==> src/rtl/parity_dram_card_map.vh <==
// Constants for the parity DRAM card control logic.
// Function
// RULE1 - One byte-wide control and status I/O port.
// RULE2 - Stored parity is one for even ones.
// RULE3 - Port write with bit 4 clear disables generation.
// RULE4 - Even check on read sets error flag.
// RULE5 - Master clears flag writing 01 then 11.
// RULE6 - Generator and flag disabled after reset.
// RULE7 - Writing bits 4 and 5 set enables both.
// RULE8 - Port read bit 0 shows error flag.
// RULE9 - Row bits during row strobe, then column bits.
// RULE10 - Refresh drives eight-bit refresh row address.
// RULE11 - Refresh timer requests refresh periodically, independently.
// RULE12 - Refresh request synchronised through flip-flops first.
// RULE13 - Refresh and access contention is arbitrated.
// RULE14 - Four banks of eight 64K x 1 devices.
// RULE15 - Populations of four, two or one bank.
// RULE16 - Two 9-bit parity generator checkers, one per bus.
// RULE17 - Checker combines stored parity with read byte.
// RULE18 - Output lines drive either bank bus on writes.
// RULE19 - 16-bit read couples even bus onto output lines.
// RULE20 - Even or odd bus couples onto input lines.
// RULE21 - 16-bit write couples input lines to odd bus.
// RULE22 - Port decodes where address switch matches A0-A7.
// RULE23 - Width chosen by 16REQ/16ACK handshake.
// RULE24 - Access during refresh waits until both done.
`ifndef PARITY_DRAM_CARD_MAP_VH
`define PARITY_DRAM_CARD_MAP_VH
`define GEN_EN_BIT      4
`define FLAG_EN_BIT     5
`define ERR_STATUS_BIT  0
`define REFRESH_US      15
`define REFRESH_CYCLES  ((`REFRESH_US * 50) - 1)
`define ROW_CYCLES      3'h2
`define COL_CYCLES      3'h3
`define REF_CYCLES      3'h4
`define POP_256K        2'h0
`define POP_128K        2'h1
`define POP_64K         2'h3
`endif

==> src/rtl/parity_checker9.v <==
// Nine-bit parity generator and checker for one bank data bus.
`timescale 1ns/10ps
`include "parity_dram_card_map.vh"
module parity_checker9 (
  // Data and stored parity.
  input  wire [7:0] data,
  input  wire       storedParity,
  // Results.
  output wire       genParity,
  output wire       checkEven
);
  assign genParity = ~(^data); // [RULE2] [RULE16]
  assign checkEven = ~(^{data, storedParity}); // [RULE17]
endmodule // parity_checker9

==> src/rtl/parity_dram_card_control.v <==
// Control logic of the parity DRAM expansion card.
`timescale 1ns/10ps
`include "parity_dram_card_map.vh"
module parity_dram_card_control (
  // Clock and reset.
  input  wire        clk,
  input  wire        rst,
  // Bus cycle.
  input  wire [23:0] busAddr,
  input  wire        boardSel,
  input  wire        memRead,
  input  wire        memWrite,
  input  wire        ioRead,
  input  wire        ioWrite,
  input  wire        req16,
  input  wire [7:0]  busDataOut,
  output reg  [7:0]  busDataIn,
  output reg  [7:0]  busDataOutDrv,
  output wire        busDataOutOe,
  output wire        ack16,
  output wire        busReady,
  // Configuration straps.
  input  wire [7:0]  port_address_switch,
  input  wire [1:0]  population,
  // DRAM array.
  output reg  [7:0]  dramAddr,
  output reg  [3:0]  rowStrobe,
  output reg  [3:0]  colStrobe,
  output reg         dramWe,
  output reg  [7:0]  evenBusOut,
  output reg  [7:0]  oddBusOut,
  output reg         evenParityOut,
  output reg         oddParityOut,
  input  wire [7:0]  evenBusIn,
  input  wire [7:0]  oddBusIn,
  input  wire        evenParityIn,
  input  wire        oddParityIn
);
  localparam ST_IDLE = 3'h0;
  localparam ST_ROW  = 3'h1;
  localparam ST_COL  = 3'h2;
  localparam ST_DONE = 3'h3;
  localparam ST_REF  = 3'h4;

  reg  [2:0]  state_r;
  reg  [9:0]  timer_r;
  reg         refTick_r;
  reg         refSync1_r;
  reg         refSync2_r;
  reg         refSync3_r;
  reg         refPend_r;
  reg  [7:0]  refAddr_r;
  reg  [2:0]  cnt_r;
  reg         genEn_r;
  reg         flagEn_r;
  reg         errFlag_r;
  reg         clearArmed_r;
  reg         wide_r;
  reg         isWrite_r;
  reg  [3:0]  bankMask_r;
  reg  [15:0] addr_r;
  reg         lowBit_r;
  wire        portHit;
  wire        access;
  wire        refEdge;
  wire        genEven;
  wire        genOdd;
  wire        chkEven;
  wire        chkOdd;
  wire        wideOk;
  wire        bankHigh;
  wire        oddByte;
  wire        errEvent;

  assign portHit = (busAddr[7:0] == port_address_switch); // [RULE22]
  assign access = boardSel & (memRead | memWrite);
  assign wideOk = (population != `POP_64K); // [RULE15]
  assign ack16 = req16 & wideOk & access; // [RULE23]
  assign oddByte = (population == `POP_64K) ? 1'b0 : lowBit_r;
  assign bankHigh = (population == `POP_256K) ? busAddr[17] : 1'b0; // [RULE14] [RULE15]
  assign busReady = ~access | (state_r == ST_DONE); // [RULE24]
  assign busDataOutOe = wide_r & ~isWrite_r & (state_r == ST_DONE); // [RULE19]
  assign refEdge = refSync2_r & ~refSync3_r;

  parity_checker9 evenChk (
    .data         (isWrite_r ? evenBusOut : evenBusIn),
    .storedParity (evenParityIn),
    .genParity    (genEven),
    .checkEven    (chkEven)
  );
  parity_checker9 oddChk (
    .data         (isWrite_r ? oddBusOut : oddBusIn),
    .storedParity (oddParityIn),
    .genParity    (genOdd),
    .checkEven    (chkOdd)
  );

  assign errEvent = flagEn_r & ~isWrite_r & (state_r == ST_COL) & (cnt_r == 3'h0) &
                    ((bankMask_r[0] | bankMask_r[2]) & chkEven | (bankMask_r[1] | bankMask_r[3]) & chkOdd); // [RULE4]

  always @(posedge clk or posedge rst) begin
    if (rst) begin
      timer_r <= 10'h000;
      refTick_r <= 1'b0;
    end else begin
      if (timer_r == `REFRESH_CYCLES) begin // [RULE11]
        timer_r <= 10'h000;
        refTick_r <= 1'b1;
      end else begin
        timer_r <= timer_r + 10'h001;
        refTick_r <= 1'b0;
      end
    end
  end

  always @(posedge clk or posedge rst) begin
    if (rst) begin
      refSync1_r <= 1'b0;
      refSync2_r <= 1'b0;
      refSync3_r <= 1'b0;
    end else begin
      refSync1_r <= refTick_r; // [RULE12]
      refSync2_r <= refSync1_r;
      refSync3_r <= refSync2_r;
    end
  end

  always @(posedge clk or posedge rst) begin
    if (rst) begin
      genEn_r <= 1'b0; // [RULE6]
      flagEn_r <= 1'b0;
      errFlag_r <= 1'b0;
      clearArmed_r <= 1'b0;
      busDataIn <= 8'h00;
    end else begin
      if (ioWrite & portHit) begin // [RULE1]
        genEn_r <= busDataOut[`GEN_EN_BIT]; // [RULE3] [RULE7]
        flagEn_r <= busDataOut[`GEN_EN_BIT] & busDataOut[`FLAG_EN_BIT];
        clearArmed_r <= busDataOut[`GEN_EN_BIT] & ~busDataOut[`FLAG_EN_BIT];
      end
      if (errEvent) begin
        errFlag_r <= 1'b1;
      end else if (ioWrite & portHit & clearArmed_r & busDataOut[`GEN_EN_BIT] & busDataOut[`FLAG_EN_BIT]) begin
        errFlag_r <= 1'b0; // [RULE5]
      end
      if (ioRead & portHit) begin
        busDataIn <= {7'h00, errFlag_r}; // [RULE8]
      end else if (~isWrite_r & (state_r == ST_COL) & (cnt_r == 3'h0)) begin
        busDataIn <= (oddByte & ~wide_r) ? oddBusIn : evenBusIn; // [RULE20]
        if (wide_r) begin
          busDataIn <= oddBusIn;
        end
      end
    end
  end

  always @(posedge clk or posedge rst) begin
    if (rst) begin
      state_r <= ST_IDLE;
      cnt_r <= 3'h0;
      refPend_r <= 1'b0;
      refAddr_r <= 8'h00;
      wide_r <= 1'b0;
      isWrite_r <= 1'b0;
      bankMask_r <= 4'h0;
      addr_r <= 16'h0000;
      lowBit_r <= 1'b0;
      dramAddr <= 8'h00;
      rowStrobe <= 4'h0;
      colStrobe <= 4'h0;
      dramWe <= 1'b0;
      evenBusOut <= 8'h00;
      oddBusOut <= 8'h00;
      evenParityOut <= 1'b0;
      oddParityOut <= 1'b0;
      busDataOutDrv <= 8'h00;
    end else begin
      if (refEdge) begin
        refPend_r <= 1'b1;
      end
      case (state_r)
        ST_IDLE: begin
          rowStrobe <= 4'h0;
          colStrobe <= 4'h0;
          dramWe <= 1'b0;
          if (refPend_r | refEdge) begin // [RULE13]
            refPend_r <= 1'b0;
            dramAddr <= refAddr_r; // [RULE10]
            rowStrobe <= 4'hf;
            cnt_r <= `REF_CYCLES;
            state_r <= ST_REF;
          end else if (access) begin
            addr_r <= busAddr[16:1];
            lowBit_r <= busAddr[0];
            wide_r <= ack16;
            isWrite_r <= memWrite;
            dramAddr <= busAddr[8:1]; // [RULE9]
            if (ack16) begin
              bankMask_r <= bankHigh ? 4'hc : 4'h3;
            end else if (population == `POP_64K) begin
              bankMask_r <= 4'h1;
            end else begin
              bankMask_r <= {bankHigh & busAddr[0], bankHigh & ~busAddr[0],
                             ~bankHigh & busAddr[0], ~bankHigh & ~busAddr[0]};
            end
            evenBusOut <= busDataOut; // [RULE18]
            oddBusOut <= (ack16 | ~busAddr[0]) ? busDataIn : busDataOut;
            if (ack16) begin
              oddBusOut <= busDataIn; // [RULE21]
            end else begin
              oddBusOut <= busDataOut;
            end
            cnt_r <= `ROW_CYCLES;
            state_r <= ST_ROW;
          end
        end
        ST_ROW: begin
          rowStrobe <= bankMask_r;
          if (cnt_r == 3'h0) begin
            dramAddr <= (population == `POP_64K) ? {lowBit_r, addr_r[14:8]} : addr_r[15:8]; // [RULE9]
            evenParityOut <= genEn_r & genEven; // [RULE2]
            oddParityOut <= genEn_r & genOdd;
            dramWe <= isWrite_r;
            cnt_r <= `COL_CYCLES;
            state_r <= ST_COL;
          end else begin
            cnt_r <= cnt_r - 3'h1;
          end
        end
        ST_COL: begin
          colStrobe <= bankMask_r;
          if (cnt_r == 3'h0) begin
            busDataOutDrv <= evenBusIn; // [RULE19]
            state_r <= ST_DONE;
          end else begin
            cnt_r <= cnt_r - 3'h1;
          end
        end
        ST_DONE: begin
          rowStrobe <= 4'h0;
          colStrobe <= 4'h0;
          dramWe <= 1'b0;
          if (~access) begin
            state_r <= ST_IDLE;
          end
        end
        ST_REF: begin
          if (cnt_r == 3'h0) begin
            rowStrobe <= 4'h0;
            refAddr_r <= refAddr_r + 8'h01;
            state_r <= ST_IDLE; // [RULE24]
          end else begin
            cnt_r <= cnt_r - 3'h1;
          end
        end
        default: begin
          state_r <= ST_IDLE;
        end
      endcase
    end
  end
endmodule // parity_dram_card_control

==> config.mk <==
export PLATFORM = sky130hd
export DESIGN_NAME = parity_dram_card_control
export DESIGN_NICKNAME = d
export VERILOG_FILES = /design/src/rtl/parity_checker9.v /design/src/rtl/parity_dram_card_control.v
export VERILOG_INCLUDE_DIRS = /design/src /design/src/rtl
export SDC_FILE = /design/constraint.sdc
export NUM_CORES = 1
export LEC_CHECK = 0
export BUFFER_PORTS_ARGS = -buffer_cell sky130_fd_sc_hd__buf_2
export CORE_MARGIN = 10
export CORE_UTILIZATION = 30
export DETAILED_ROUTE_END_ITERATION = 6
export GPL_TIMING_DRIVEN = 0
export MAX_ROUTING_LAYER = met4
export PLACE_DENSITY = 0.5
export SLEW_MARGIN = 40
export SYNTH_ARGS = -nofsm -noshare
export SYNTH_HDL_FRONTEND = slang
export SYNTH_SLANG_ARGS = --single-unit
export TNS_END_PERCENT = 30
==> constraint.sdc <==
create_clock -name clk -period 7.7 [get_ports clk]
set_input_delay 1.54 -clock clk [delete_from_list [all_inputs] [get_ports clk]]
set_output_delay 1.54 -clock clk [all_outputs]
set_load 0.005 [all_outputs]
==> flow_metrics.env <==
export IMPL_worst_ep_required_time_ns=6.16
export IMPL_period_needed_ns=4.22
export IMPL_gp_congestion=0.808
export IMPL_drive_gt1_frac=0.310
export IMPL_coreArea_um2=16500
export IMPL_synthDistinctLibCells=46
export IMPL_cts_buffers=9
export IMPL_path_class="primary input to primary output"
export IMPL_cts_setup_buffers=0
export IMPL_hold_buffers=0
export IMPL_netlist_instances=461
export IMPL_yosysWarnings=0
export IMPL_path_clk_slew_ns=0.07
export IMPL_avgSynthCellArea_um2=10.8
export IMPL_finish_utilization=0.374
export IMPL_cts_max_level=3
export IMPL_max_freq_mhz=237
export IMPL_syn_nets=534
export IMPL_start_kind="primary input"
export IMPL_insertion_delay_ns=0.35
export IMPL_start_util=0.303
export IMPL_crit_path_end_kind="primary output"
export IMPL_grt_pass1_vias=4033
export IMPL_via_count=3805
export IMPL_die_h_um=149
export IMPL_ys_top_cells_by_area="dfrtp_1, mux2i_1, mux2_2"
export IMPL_antenna_found_initial=1
export IMPL_hold_path_startpoint="refSync1_r"
export IMPL_ys_flop_type="dfrtp_1"
export IMPL_multiInputGateArea_um2=2370
export IMPL_cts_resized=0
export IMPL_synth_common_cells="dfrtp_1, nand2_1, o21ai_0"
export IMPL_fill_cells=1684
export IMPL_seqCellArea_um2=2480
export IMPL_seq_area_frac_synth=0.496
export IMPL_die_area_um2=22200
export IMPL_grt_pass1_wl_um=22500
export IMPL_tns_ns=0
export IMPL_ant_nets=0
export IMPL_io_buffers=115
export IMPL_cts_buffer_depth=2
export IMPL_cts_sinks=99
export IMPL_grt_overflow=0
export IMPL_holdPathStages=0
export IMPL_ios=122
export IMPL_drcViolationCount=0
export IMPL_crit_chain="buf_2 -> o21a_1 -> nand3_1 -> inv_2 -> buf_2"
export IMPL_ys_async_sr_fraction=1.00
export IMPL_die_w_um=149
export IMPL_hold_path_endpoint="refSync2_r"
export IMPL_syn_area_um2=4990
export IMPL_cp_num_buf_inv=3
export IMPL_rows=47
export IMPL_tightest_slew_ns=0.757
export IMPL_worstHoldPathType="flop to flop"
export IMPL_vias_per_cell=4.67
export IMPL_routed_wl_um=14200
export IMPL_worstReg2RegStart="state_r[2]"
export IMPL_maxSlewViolCount=0
export IMPL_worst_path_most_repeated_cell="buf_2"
export IMPL_cts_root_buffer="clkbuf_16"
export IMPL_synth_edf_count=0
export IMPL_synth_seq_cells=99
export IMPL_critical_path_arrival_ns=2.68
export IMPL_path_depth=5
export IMPL_r2r_slack_ns=5.30
export IMPL_ir_drop_uv=144
export IMPL_path_max_fanout=9
export IMPL_rsz0062_at_grt="no"
export IMPL_power_leakage_nw=2.94
export IMPL_cts_tree="done"
export IMPL_areaGrowthSynthToFinish_pct=23.4
export IMPL_outcome="finished clean"
export IMPL_yosysMostFrequentCell="dfrtp_1"
export IMPL_hold_viol_final=0
export IMPL_yosys_area_top_type_share=0.496
export IMPL_slowest_stage="o21a_1"
export IMPL_drt_initial_drc_count=245
export IMPL_track_usage=0.134
export IMPL_max_cap_violations=0
export IMPL_avgRoutedWirePerCell_um=17.4
export IMPL_finalSetupViolations=0
export IMPL_grt_max_degree=74
export IMPL_layout_nets=661
export IMPL_slowest_delay_ns=0.34
export IMPL_post_route_period_util=0.548
export IMPL_finalClockSkew_ns=0.00861
export IMPL_dr_pass1_iters=4
export IMPL_synth_largest_area_cell="dfrtp_1"
export IMPL_max_slew_margin_rel=0.494
export IMPL_cp_top_family="buffers and inverters"
export IMPL_power_density_nw_per_um2=357
export IMPL_reg2reg_to="dramAddr[3]"
export IMPL_place_hpwl_um=10900
export IMPL_reg2reg_depth=5
-- kinds of logic after synthesis --
logic type,share of synthesized area
AND/OR/NAND/NOR,0.123
buffers and inverters,0.0283
adder cells (fa/ha/maj),0.0125
AO/OA/AOI/OAI,0.111
multiplexers,0.146
flip-flops,0.496
XOR/XNOR,0.0827
-- worst reg2reg max path, cell delays in order (launching register included) --
cell and delay (ns):
dfrtp_1 0.41, clkbuf_1 0.25, nor3b_1 0.65, clkbuf_1 0.51, o21ai_0 0.17, mux2_2 0.28
-- area by class of cell --
type                            count  share of cell area
Antenna cell                        1            0.000406
Timing Repair Buffer              116              0.0979
Tap cell                          220              0.0447
Clock buffer                       12              0.0416
Multi-Input combinational cell    332               0.385
Clock inverter                      4             0.00406
Inverter                           10             0.00731
Sequential cell                    99               0.402
Buffer                             20              0.0169
-- routing by layer --
layer,part of all wire,GRT usage,up-vias
met1,0.45,0.166,1831
met3,0.039,0.0212,11
met2,0.49,0.214,105
met4,0.017,0.0579,0
met5,0,-,-
li1,-,-,1858
-- through the flow --
stage,cells,cell area (um^2),setup WS [ns],hold slack (ns),power (W)
6_report,814,6160,3.48,0.358,0.00220
5_1_grt,814,6160,3.43,0.372,0.00237
4_1_cts,813,6160,3.49,0.367,0.00224
3_5_place_dp,797,5880,3.49,0.358,0.00179
3_3_place_gp,796,5840,2.22,0.334,0.00177
2_1_floorplan,461,4990,3.57,0.331,0.00144
-- how the worst max path moves through the flow --
stage                               to  slack (ns)  startpoint
after floorplan             addr_r[10]        3.57         rst
after global placement    rowStrobe[3]        2.22         rst
after detailed placement         ack16        3.49    memWrite
after CTS                        ack16        3.49    memWrite
after global routing             ack16        3.43    memWrite
final                            ack16        3.48    memWrite
-- layout by cell type (no fill, tap or decap), types with 10 or more instances in the layout --
| cell | n |
|---|---|
| nand2_1 | 57 |
| a21oi_1 | 16 |
| mux2_4 | 15 |
| dfrtp_1 | 99 |
| xnor2_1 | 23 |
| nor2_1 | 35 |
| buf_2 | 123 |
| o21ai_0 | 38 |
| mux2i_1 | 28 |
| mux2_2 | 20 |
| nand3_1 | 10 |
| xor2_1 | 19 |
-- sequential cells by signal, summed over array words and instances, names as in the netlist, 3 cells and up --
signal	cells
state_r	3
rowStrobe	4
busDataIn	8
bankMask_r	4
colStrobe	4
dramAddr	8
timer_r	10
addr_r	8
busDataOutDrv	8
refAddr_r	8
cnt_r	3
evenBusOut	8
oddBusOut	8
-- power breakdown --
| group | leakage [nW] | internal, W | total (W) | switching [W] |
|---|---|---|---|---|
| registers | 1.23 | 0.000695 | 0.000821 | 0.000126 |
| logic | 1.57 | 0.000470 | 0.000944 | 0.000474 |
| clock network | 0.135 | 0.000236 | 0.000437 | 0.000201 |
| total | 2.94 | 0.00140 | 0.00220 | 0.000801 |
(Power assumes the default switching activity.)
